## src/slu_params.svh

```systemverilog
// Offsets, field positions and counts for the string and word load unit.
// Assumes inclusion by bare name from design files only.
`ifndef SLU_PARAMS_SVH
`define SLU_PARAMS_SVH
`define SLU_OFF_CTRL 8'h00
`define SLU_OFF_BASE 8'h04
`define SLU_OFF_INDEX 8'h08
`define SLU_OFF_DISP 8'h0C
`define SLU_OFF_XER 8'h10
`define SLU_OFF_STAT 8'h14
`define SLU_OFF_EA 8'h18
`define SLU_CTRL_START 31
`define SLU_CTRL_REC 24
`define SLU_STAT_BUSY 0
`define SLU_STAT_DONE 1
`define SLU_STAT_ALIGN 2
`define SLU_STAT_MCHK 3
`define SLU_STAT_RSV 4
`define SLU_STAT_CRU 5
`define SLU_FULL_TOTAL 7'h20
`define SLU_LAST_LANE 2'h3
`define SLU_WORD_BYTES 7'h04
`endif

```

## src/slu_pkg.sv

```systemverilog
// Types for the string and word load unit.
// Assumes nothing beyond a SystemVerilog compiler.
package slu_pkg;
    typedef enum logic [3:0] {
        OP_LSI = 4'h0, OP_LSX = 4'h1, OP_LRSV = 4'h2, OP_LBR = 4'h3,
        OP_LWD = 4'h4, OP_LWDU = 4'h5, OP_LWX = 4'h6, OP_LWXU = 4'h7,
        OP_STCND = 4'h8
    } op_e;
    typedef enum logic [4:0] {
        ST_IDLE = 5'h01, ST_FETCH = 5'h02, ST_WRITE = 5'h04, ST_UPD = 5'h08, ST_PROBE = 5'h10
    } state_e;
endpackage

```

## src/string_and_word_load_unit.sv

```systemverilog
// Load unit for string loads, reservation, byte-reversed and word loads.
// Assumes an AXI4-Lite master, a same-clock byte memory port and a
// register file write port; base and index contents arrive by register.
//
// Summary of operation
// - Immediate string EA: zero or base only.
// - Byte count field zero means 32 bytes.
// - Four bytes per register, MSB first.
// - Bits after last byte read zero.
// - Registers advance, wrap 31 to 0.
// - Immediate form skips base register unless last.
// - Indexed string total from exception register count.
// - Indexed EA is index plus base-or-zero.
// - Indexed form skips base and index unless last.
// - Zero indexed count is a no-op.
// - Zero count still flags machine check.
// - Record bit leaves condition field zero undefined.
// - Reserving load writes word, sets flag.
// - Only reserving load sets; conditional store clears.
// - Reserving load misaligned raises alignment exception.
// - Byte-reversed load puts first byte lowest.
// - Displacement sign-extended 16 to 32 bits.
// - Plain word load stores word unchanged.
// - Updating load writes EA to base register.
`timescale 1ns/10ps
`include "slu_params.svh"

module string_and_word_load_unit #(
    parameter int ADDR_W = 8
) (
    input wire logic aclk,
    input wire logic aresetn,
    input wire logic [ADDR_W-1:0] s_axi_awaddr,
    input wire logic s_axi_awvalid,
    output logic s_axi_awready,
    input wire logic [31:0] s_axi_wdata,
    input wire logic [3:0] s_axi_wstrb,
    input wire logic s_axi_wvalid,
    output logic s_axi_wready,
    output logic [1:0] s_axi_bresp,
    output logic s_axi_bvalid,
    input wire logic s_axi_bready,
    input wire logic [ADDR_W-1:0] s_axi_araddr,
    input wire logic s_axi_arvalid,
    output logic s_axi_arready,
    output logic [31:0] s_axi_rdata,
    output logic [1:0] s_axi_rresp,
    output logic s_axi_rvalid,
    input wire logic s_axi_rready,
    output logic mem_req,
    output logic [31:0] mem_addr,
    input wire logic mem_ack,
    input wire logic [7:0] mem_rdata,
    input wire logic mem_err,
    input wire logic mem_cacheable,
    input wire logic mem_miss,
    output logic gpr_we,
    output logic [4:0] gpr_idx,
    output logic [31:0] gpr_wdata
);
    // ------------------------------------------------------------
    // Software-visible state
    // ------------------------------------------------------------
    logic [31:0] ctrl_q, base_q, index_q, disp_q, xer_q, ea_q;
    logic busy_q, done_q, align_q, mchk_q, rsv_q, cru_q;
    logic [ADDR_W-1:0] awaddr_q, araddr_q;
    logic [31:0] wdata_q;
    logic [3:0] wstrb_q;
    logic start_q;

    slu_pkg::state_e state_q;
    slu_pkg::op_e op_q;
    logic [4:0] rt_q, ra_q, rb_q, r_q, rfin_q;
    logic [6:0] n_q;
    logic [1:0] lane_q;
    logic [31:0] acc_q;
    logic skip_q;
    logic fin_align, fin_mchk, fin_done;

    wire logic [3:0] c_op = ctrl_q[3:0];
    wire logic [4:0] c_rt = ctrl_q[8:4];
    wire logic [4:0] c_ra = ctrl_q[13:9];
    wire logic [4:0] c_rb = ctrl_q[18:14];
    wire logic [4:0] c_nb = ctrl_q[23:19];
    wire logic [6:0] transfer_byte_count = xer_q[6:0];
    wire logic wr_go = !s_axi_awready && !s_axi_wready && !s_axi_bvalid;
    wire logic [ADDR_W-1:0] woff = awaddr_q & ~ADDR_W'(3);

    // ------------------------------------------------------------
    // AXI4-Lite write channel
    // ------------------------------------------------------------
    always_ff @(posedge aclk) begin
        if (!aresetn) begin
            s_axi_awready <= 1'b1;
            s_axi_wready <= 1'b1;
            awaddr_q <= '0;
            wdata_q <= 32'h0000_0000;
            wstrb_q <= 4'h0;
            s_axi_bvalid <= 1'b0;
            s_axi_bresp <= 2'h0;
        end else begin
            if (s_axi_awvalid && s_axi_awready) begin
                s_axi_awready <= 1'b0;
                awaddr_q <= s_axi_awaddr;
            end
            if (s_axi_wvalid && s_axi_wready) begin
                s_axi_wready <= 1'b0;
                wdata_q <= s_axi_wdata;
                wstrb_q <= s_axi_wstrb;
            end
            if (wr_go) begin
                s_axi_awready <= 1'b1;
                s_axi_wready <= 1'b1;
                s_axi_bvalid <= 1'b1;
                s_axi_bresp <= (woff <= ADDR_W'(`SLU_OFF_STAT)) ? 2'h0 : 2'h2;
            end else if (s_axi_bvalid && s_axi_bready) begin
                s_axi_bvalid <= 1'b0;
            end
        end
    end

    function automatic logic [31:0] merge(input logic [31:0] old, input logic [31:0] nw, input logic [3:0] st);
        logic [31:0] res;
        res = old;
        for (int b = 0; b < 4; b++) begin
            if (st[b]) begin
                res[8*b +: 8] = nw[8*b +: 8];
            end
        end
        return res;
    endfunction

    // Writes to the control word while busy are dropped so a running
    // instruction never sees its fields change under it.
    always_ff @(posedge aclk) begin
        if (!aresetn) begin
            ctrl_q <= 32'h0000_0000;
            base_q <= 32'h0000_0000;
            index_q <= 32'h0000_0000;
            disp_q <= 32'h0000_0000;
            xer_q <= 32'h0000_0000;
            start_q <= 1'b0;
        end else begin
            start_q <= 1'b0;
            if (wr_go && !busy_q) begin
                unique case (woff)
                    ADDR_W'(`SLU_OFF_CTRL): begin
                        ctrl_q <= merge(ctrl_q, wdata_q, wstrb_q) & 32'h01FF_FFFF;
                        start_q <= wstrb_q[3] && wdata_q[`SLU_CTRL_START];
                    end
                    ADDR_W'(`SLU_OFF_BASE): base_q <= merge(base_q, wdata_q, wstrb_q);
                    ADDR_W'(`SLU_OFF_INDEX): index_q <= merge(index_q, wdata_q, wstrb_q);
                    ADDR_W'(`SLU_OFF_DISP): disp_q <= merge(disp_q, wdata_q, wstrb_q) & 32'h0000_FFFF;
                    ADDR_W'(`SLU_OFF_XER): xer_q <= merge(xer_q, wdata_q, wstrb_q) & 32'h0000_007F;
                    default: ;
                endcase
            end
        end
    end

    // ------------------------------------------------------------
    // AXI4-Lite read channel
    // ------------------------------------------------------------
    logic [31:0] rd_mux;
    always_comb begin
        rd_mux = 32'h0000_0000;
        unique case (araddr_q & ~ADDR_W'(3))
            ADDR_W'(`SLU_OFF_CTRL): rd_mux = ctrl_q;
            ADDR_W'(`SLU_OFF_BASE): rd_mux = base_q;
            ADDR_W'(`SLU_OFF_INDEX): rd_mux = index_q;
            ADDR_W'(`SLU_OFF_DISP): rd_mux = disp_q;
            ADDR_W'(`SLU_OFF_XER): rd_mux = xer_q;
            ADDR_W'(`SLU_OFF_STAT): rd_mux = {26'h0, cru_q, rsv_q, mchk_q, align_q, done_q, busy_q};
            ADDR_W'(`SLU_OFF_EA): rd_mux = ea_q;
            default: rd_mux = 32'h0000_0000;
        endcase
    end

    logic ar_held_q;
    always_ff @(posedge aclk) begin
        if (!aresetn) begin
            ar_held_q <= 1'b0;
            s_axi_arready <= 1'b1;
            araddr_q <= '0;
            s_axi_rvalid <= 1'b0;
            s_axi_rdata <= 32'h0000_0000;
            s_axi_rresp <= 2'h0;
        end else begin
            if (s_axi_arvalid && s_axi_arready) begin
                ar_held_q <= 1'b1;
                s_axi_arready <= 1'b0;
                araddr_q <= s_axi_araddr;
            end else if (ar_held_q && !s_axi_rvalid) begin
                ar_held_q <= 1'b0;
                s_axi_rvalid <= 1'b1;
                s_axi_rdata <= rd_mux;
                s_axi_rresp <= ((araddr_q & ~ADDR_W'(3)) <= ADDR_W'(`SLU_OFF_EA)) ? 2'h0 : 2'h2;
            end else if (s_axi_rvalid && s_axi_rready) begin
                s_axi_rvalid <= 1'b0;
                s_axi_arready <= 1'b1;
            end
        end
    end

    // ------------------------------------------------------------
    // Effective address and byte total
    // ------------------------------------------------------------
    logic [31:0] base_or_zero, ea_calc;
    logic [6:0] total;
    logic is_str, is_upd;
    always_comb begin
        is_upd = (c_op == slu_pkg::OP_LWDU) || (c_op == slu_pkg::OP_LWXU);
        is_str = (c_op == slu_pkg::OP_LSI) || (c_op == slu_pkg::OP_LSX);
        base_or_zero = (c_ra == 5'h00 && !is_upd) ? 32'h0000_0000 : base_q;
        unique case (c_op)
            slu_pkg::OP_LSI: ea_calc = base_or_zero;
            slu_pkg::OP_LWD, slu_pkg::OP_LWDU: ea_calc = base_or_zero + {{16{disp_q[15]}}, disp_q[15:0]};
            default: ea_calc = base_or_zero + index_q;
        endcase
        if (c_op == slu_pkg::OP_LSI) begin
            total = (c_nb == 5'h00) ? `SLU_FULL_TOTAL : {2'h0, c_nb};
        end else if (c_op == slu_pkg::OP_LSX) begin
            total = transfer_byte_count;
        end else begin
            total = `SLU_WORD_BYTES;
        end
    end

    // Last register of a string: target plus ceil(total/4) minus one, mod 32
    wire logic [6:0] regs_used = (total + 7'h03) >> 2;
    wire logic [4:0] rfin_calc = c_rt + regs_used[4:0] - 5'h01;

    // A string register is written unless it is the base, or for the indexed form the index,
    // and is not the final register.
    function automatic logic skip_reg(input logic [4:0] r, input slu_pkg::op_e op,
                                      input logic [4:0] ra, input logic [4:0] rb, input logic [4:0] rf);
        logic hit;
        hit = 1'b0;
        if (op == slu_pkg::OP_LSI) begin
            hit = (r == ra);
        end else if (op == slu_pkg::OP_LSX) begin
            hit = (r == ra) || (r == rb);
        end
        return hit && (r != rf);
    endfunction

    // ------------------------------------------------------------
    // Sequencer
    // ------------------------------------------------------------
    wire logic last_byte = (n_q == 7'h01);

    always_ff @(posedge aclk) begin
        if (!aresetn) begin
            state_q <= slu_pkg::ST_IDLE;
            op_q <= slu_pkg::OP_LSI;
            rt_q <= 5'h00;
            ra_q <= 5'h00;
            rb_q <= 5'h00;
            r_q <= 5'h00;
            rfin_q <= 5'h00;
            n_q <= 7'h00;
            lane_q <= 2'h0;
            acc_q <= 32'h0000_0000;
            skip_q <= 1'b0;
            ea_q <= 32'h0000_0000;
            mem_req <= 1'b0;
            mem_addr <= 32'h0000_0000;
            gpr_we <= 1'b0;
            gpr_idx <= 5'h00;
            gpr_wdata <= 32'h0000_0000;
            busy_q <= 1'b0;
            fin_align <= 1'b0;
            fin_mchk <= 1'b0;
            fin_done <= 1'b0;
        end else begin
            gpr_we <= 1'b0;
            fin_align <= 1'b0;
            fin_mchk <= 1'b0;
            fin_done <= 1'b0;
            unique case (state_q)
                slu_pkg::ST_IDLE: begin
                    if (start_q) begin
                        op_q <= slu_pkg::op_e'(c_op);
                        rt_q <= c_rt;
                        ra_q <= c_ra;
                        rb_q <= c_rb;
                        r_q <= c_rt;
                        rfin_q <= rfin_calc;
                        n_q <= total;
                        lane_q <= 2'h0;
                        acc_q <= 32'h0000_0000;
                        skip_q <= skip_reg(c_rt, slu_pkg::op_e'(c_op), c_ra, c_rb, rfin_calc);
                        ea_q <= ea_calc;
                        mem_addr <= ea_calc;
                        if (c_op == slu_pkg::OP_STCND) begin
                            fin_done <= 1'b1;
                        end else if (c_op == slu_pkg::OP_LRSV && ea_calc[1:0] != 2'h0) begin
                            fin_align <= 1'b1;
                            fin_done <= 1'b1;
                        end else if (is_str && total == 7'h00) begin
                            // Probe is still issued; its data is dropped and no register changes
                            mem_req <= 1'b1;
                            busy_q <= 1'b1;
                            state_q <= slu_pkg::ST_PROBE;
                        end else begin
                            mem_req <= 1'b1;
                            busy_q <= 1'b1;
                            state_q <= slu_pkg::ST_FETCH;
                        end
                    end
                end
                slu_pkg::ST_PROBE: begin
                    if (mem_ack) begin
                        mem_req <= 1'b0;
                        fin_mchk <= mem_err && mem_cacheable && mem_miss;
                        fin_done <= 1'b1;
                        busy_q <= 1'b0;
                        state_q <= slu_pkg::ST_IDLE;
                    end
                end
                slu_pkg::ST_FETCH: begin
                    if (mem_ack) begin
                        mem_req <= 1'b0;
                        acc_q[8*(3-lane_q) +: 8] <= mem_rdata;
                        n_q <= n_q - 7'h01;
                        lane_q <= lane_q + 2'h1;
                        mem_addr <= mem_addr + 32'h0000_0001;
                        if (last_byte || lane_q == `SLU_LAST_LANE) begin
                            state_q <= slu_pkg::ST_WRITE;
                        end else begin
                            mem_req <= 1'b1;
                        end
                    end
                end
                slu_pkg::ST_WRITE: begin
                    gpr_idx <= r_q;
                    if (op_q == slu_pkg::OP_LBR) begin
                        gpr_wdata <= {acc_q[7:0], acc_q[15:8], acc_q[23:16], acc_q[31:24]};
                    end else begin
                        gpr_wdata <= acc_q;
                    end
                    gpr_we <= !skip_q;
                    acc_q <= 32'h0000_0000;
                    lane_q <= 2'h0;
                    r_q <= r_q + 5'h01;
                    skip_q <= skip_reg(r_q + 5'h01, op_q, ra_q, rb_q, rfin_q);
                    if (n_q != 7'h00) begin
                        mem_req <= 1'b1;
                        state_q <= slu_pkg::ST_FETCH;
                    end else if (op_q == slu_pkg::OP_LWDU || op_q == slu_pkg::OP_LWXU) begin
                        state_q <= slu_pkg::ST_UPD;
                    end else begin
                        fin_done <= 1'b1;
                        busy_q <= 1'b0;
                        state_q <= slu_pkg::ST_IDLE;
                    end
                end
                slu_pkg::ST_UPD: begin
                    gpr_we <= 1'b1;
                    gpr_idx <= ra_q;
                    gpr_wdata <= ea_q;
                    fin_done <= 1'b1;
                    busy_q <= 1'b0;
                    state_q <= slu_pkg::ST_IDLE;
                end
                default: begin
                    state_q <= slu_pkg::ST_IDLE;
                end
            endcase
        end
    end

    // ------------------------------------------------------------
    // Status flags: hardware set wins over a same-cycle clear
    // ------------------------------------------------------------
    wire logic stat_clr = wr_go && woff == ADDR_W'(`SLU_OFF_STAT) && wstrb_q[0];
    wire logic [31:0] clr_bits = stat_clr ? wdata_q : 32'h0000_0000;

    always_ff @(posedge aclk) begin
        if (!aresetn) begin
            done_q <= 1'b0;
            align_q <= 1'b0;
            mchk_q <= 1'b0;
            cru_q <= 1'b0;
        end else begin
            done_q <= fin_done || (done_q && !clr_bits[`SLU_STAT_DONE]);
            align_q <= fin_align || (align_q && !clr_bits[`SLU_STAT_ALIGN]);
            mchk_q <= fin_mchk || (mchk_q && !clr_bits[`SLU_STAT_MCHK]);
            // Condition field zero is left undefined; software is told so by this flag
            cru_q <= (fin_done && ctrl_q[`SLU_CTRL_REC] && op_q != slu_pkg::OP_STCND)
                     || (cru_q && !clr_bits[`SLU_STAT_CRU]);
        end
    end

    // Reservation: set only by the reserving load, cleared by a conditional store
    always_ff @(posedge aclk) begin
        if (!aresetn) begin
            rsv_q <= 1'b0;
        end else if (fin_done && op_q == slu_pkg::OP_LRSV && !fin_align) begin
            rsv_q <= 1'b1;
        end else if (fin_done && op_q == slu_pkg::OP_STCND) begin
            rsv_q <= 1'b0;
        end
    end
endmodule

```

## config.mk

```make
export PLATFORM = sky130hd
export DESIGN_NAME = string_and_word_load_unit
export DESIGN_NICKNAME = d
export VERILOG_FILES = /design/src/slu_pkg.sv /design/src/string_and_word_load_unit.sv
export VERILOG_INCLUDE_DIRS = /design/src /design/src/src
export SDC_FILE = /design/constraint.sdc
export NUM_CORES = 1
export LEC_CHECK = 0
export BUFFER_PORTS_ARGS = -buffer_cell sky130_fd_sc_hd__buf_2
export CAP_MARGIN = 40
export CORE_ASPECT_RATIO = 0.9
export CORE_MARGIN = 2
export CORE_UTILIZATION = 45
export CTS_BUF_LIST = sky130_fd_sc_hd__clkbuf_4 sky130_fd_sc_hd__clkbuf_8
export DETAILED_ROUTE_END_ITERATION = 12
export GPL_TIMING_DRIVEN = 0
export PLACE_DENSITY = 0.74
export SLEW_MARGIN = 20
export SYNTH_ARGS = -nofsm -noshare
export SYNTH_HDL_FRONTEND = slang
export SYNTH_SLANG_ARGS = --single-unit
```

## constraint.sdc

```tcl
create_clock -name aclk -period 4 [get_ports aclk]
set_clock_uncertainty 0.1 [all_clocks]
set_input_delay 0.8 -clock aclk [delete_from_list [all_inputs] [get_ports aclk]]
set_output_delay 0.8 -clock aclk [all_outputs]
set_load 0.02 [all_outputs]
```

==> results.sh <==
export IMPL_row_count=74
export IMPL_arrival_ns=4.58
export IMPL_fmax_ghz=0.241
export IMPL_dominantRegCellSynth="dfxtp_1"
export IMPL_overflow=0
export IMPL_cap_violations=0
export IMPL_finalHoldViolations=0
export IMPL_synth_top_family_by_area="simple AND/OR/NAND/NOR gates"
export IMPL_hpwl_um=62800
export IMPL_finalCritPeriodShare_pct=104
export IMPL_slew_headroom_pct=36.5
export IMPL_synthTopCellsByArea="dfxtp_1 38%, nand2_1 7.4%, mux2i_1 6.0%, nor2b_1 5.1%, a21oi_1 3.0%"
export IMPL_yosys_warnings=0
export IMPL_vdd_drop_max_v=0.000247
export IMPL_violations="setup timing"
export IMPL_synth_xor_area_share_pct=2.87
export IMPL_setup_viol=16
export IMPL_nNetsFinal=2827
export IMPL_syn_area_per_cell_um2=8.42
export IMPL_area_growth_pct=19.8
export IMPL_yosys_area_share_simple_pct=22.9
export IMPL_yosysTopAreaCell="dfxtp_1"
export IMPL_reg2reg_to="ea_q[30]$_SDFFE_PN0P_"
export IMPL_wl_per_cell_um=24.2
export IMPL_die_h_um=206
export IMPL_drc_errors=0
export IMPL_ys_seq_elements=384
export IMPL_clkTransAtPathRegs_ns=0.06
export IMPL_wirelength_um=81400
export IMPL_grt_pass1_wl_um=120000
export IMPL_place_ws_ns=-0.864
export IMPL_syn_area_um2=20400
export IMPL_synth_cells=2423
export IMPL_rsz0062_at_grt="yes"
export IMPL_ant_nets=0
export IMPL_cp_max_fo=6
export IMPL_min_period_ns=4.14
export IMPL_drv_slew=0
export IMPL_ys_types=91
export IMPL_routabilityCongestion=1.00
export IMPL_start_util_pct=45.3
export IMPL_final_common_cell="nand2_1"
export IMPL_drive_above_1_share_pct=18.5
export IMPL_grt_antenna_before_repair=5
export IMPL_drt_pass1_iterations=6
export IMPL_cts_tree="done"
export IMPL_hold_path_startpoint="s_axi_wdata[1]"
export IMPL_final_cell_mix="397 x nand2_1, 378 x dfxtp_1, 188 x buf_2"
export IMPL_root_buffer="clkbuf_8"
export IMPL_track_usage_pct=33.7
export IMPL_synthMuxAreaShare_pct=8.72
export IMPL_endpoint_kind="flop"
export IMPL_synth_edf_count=0
export IMPL_powerDensity_nw_per_um2=369
export IMPL_yosys_area_top_type_share_pct=37.7
export IMPL_boundaryPins=183
export IMPL_seq_area_frac_synth_pct=37.7
export IMPL_worstPathRequired_ns=4.43
export IMPL_clk_path_buf_depth=3
export IMPL_hold_buffers=0
export IMPL_vias=20450
export IMPL_cts_buffers=68
export IMPL_worstHoldEndpoint="wdata_q[1]$_SDFFE_PN0P_"
export IMPL_ff2ff_path_depth=17
export IMPL_synth_compound_area_share_pct=21.1
export IMPL_tightest_slew_ns=0.953
export IMPL_grt_max_degree=11
export IMPL_fin_ws_ns=-0.144
export IMPL_start_kind="flop"
export IMPL_r2r_slack_ns=-0.14
export IMPL_die_area_um2=47100
export IMPL_first_iter_violations=2512
export IMPL_fp_coreArea_um2=45100
export IMPL_clk_latency_ns=0.66
export IMPL_p_total_mw=9.03
export IMPL_min_path_type="primary input to flop"
export IMPL_die_w_um=229
export IMPL_clock_sinks=384
export IMPL_grt_pass1_vias=19353
export IMPL_leakage_nw=10.2
export IMPL_path_class="flop to flop"
export IMPL_h_tree_depth=3
export IMPL_port_buffers=174
export IMPL_synthAdderAreaFrac_pct=3.02
export IMPL_viasPerCell=6.07
export IMPL_hold_depth=3
export IMPL_status="finished with violations"
export IMPL_r2r_start="ctrl_q[9]$_SDFFE_PN0P_"
export IMPL_async_flop_share_pct=0
==> sequential cells by signal, indices dropped and copies added, names as in the netlist, 2 cells and up <==
signal and cells:
base_q 32, disp_q 16, ra_q 5, araddr_q 6
gpr_wdata 32, rb_q 5, wdata_q 32, gpr_idx 5
rfin_q 5, op_q 4, r_q 5, ctrl_q 25
wstrb_q 4, ea_q 32, index_q 32, state_q 5
s_axi_rdata 32, n_q 7, lane_q 2, awaddr_q 6
acc_q 32, mem_addr 32, xer_q 7
==> metrics by stage <==
| stage | setup TNS [ns] | util, % | cells | instance area, um2 | hold WS, ns |
|---|---|---|---|---|---|
| 2_1_floorplan | 0 | - | 2424 | 20400 | 0.334 |
| 4_1_cts | -0.360 | 53.5 | 3350 | 24100 | 0.271 |
| 3_5_place_dp | -24.05 | 49.2 | 3217 | 22200 | 0.358 |
| 5_1_grt | -3.19 | 54.2 | 3365 | 24400 | 0.290 |
| 6_report | -1.05 | 54.2 | 3369 | 24500 | 0.293 |
| 3_3_place_gp | -22.43 | 48.9 | 3206 | 22000 | 0.349 |
==> what timing repair did <==
| item | 4_1_cts | 5_1_grt |
|---|---|---|
| gates cloned | 1 | 0 |
| buffers inserted | 13 | 10 |
| pin swaps | 39 | 27 |
| setup endpoints to repair | 61 | 42 |
| gates resized for setup | 91 | 54 |
==> routing by layer <==
layer  track usage, %  vias to the layer above  wire length (um)
met3             8.82                      262              9100
met2             52.6                     1175             35300
met5                0                        -                41
li1                 -                     9226                 -
met4             16.5                        6              4170
met1             43.4                     9781             32800
==> power breakdown <==
group / switching, mW / internal, mW
logic: 0.779 / 0.330
registers: 0.110 / 3.91
clock network: 1.72 / 2.17
total: 2.61 / 6.41
==> worst max path at each step <==
stage / startpoint / end / depth (start not counted)
3_3_place_gp: ctrl_q[2]$_SDFFE_PN0P_ / ea_q[30]$_SDFFE_PN0P_ / 16
3_5_place_dp: ctrl_q[2]$_SDFFE_PN0P_ / ea_q[30]$_SDFFE_PN0P_ / 16
2_1_floorplan: ctrl_q[9]$_SDFFE_PN0P_ / ea_q[26]$_SDFFE_PN0P_ / 16
4_1_cts: ctrl_q[9]$_SDFFE_PN0P_ / mem_addr[31]$_SDFFE_PN0P_ / 15
5_1_grt: ctrl_q[9]$_SDFFE_PN0P_ / ea_q[30]$_SDFFE_PN0P_ / 17
6_report: ctrl_q[9]$_SDFFE_PN0P_ / ea_q[30]$_SDFFE_PN0P_ / 17
==> logic make-up (layout without fill, tap and decap cells) <==
kind of cell	count (synthesis)	count (layout)
flip-flops	384	384
other	1	6
AND/OR/NAND/NOR	950	950
AO/OA/AOI/OAI	620	620
adder cells (fa/ha/maj)	48	48
XOR/XNOR	66	66
multiplexers	164	164
buffers and inverters	190	523
==> critical path, cell delays in order, from the launching register on <==
cell,delay [ns]
dfxtp_4,0.35
or4_4,0.53
a311o_2,0.42
buf_8,0.18
and2_4,0.15
ha_4,0.15
inv_2,0.05
fa_2,0.18
and2b_2,0.25
o2111ai_4,0.21
and4b_2,0.33
o31ai_4,0.10
a31oi_4,0.27
buf_12,0.15
o41ai_4,0.06
xor2_1,0.20
a221oi_1,0.26
nor2_1,0.06
==> cells in the mapped netlist (all sizes together), types with 14 or more instances <==
library cell and count:
xor2 31, o21ai 126, ha 46, xnor2 35
mux2 35, nand4 18, mux2i 122, a31oi 35
o211ai 22, o211a 38, nor2 101, buf 24
nand3 91, a221oi 44, nand2 402, clkbuf 140
inv 26, a21boi 109, nor3 47, a22oi 40
and2 45, dfxtp 384, nor3b 14, a21oi 124
nor2b 166
==> layout make-up <==
type	count	area, um2
Inverter	26	97.6
Multi-Input combinational cell	1850	12500
Clock inverter	12	77.6
Fill cell	4216	20600
Tap cell	608	761
Sequential cell	384	7700
Clock buffer	107	1370
Buffer	163	729
Timing Repair Buffer	215	1230
Antenna cell	4	10.0
Power figures use the tool's default switching activity.
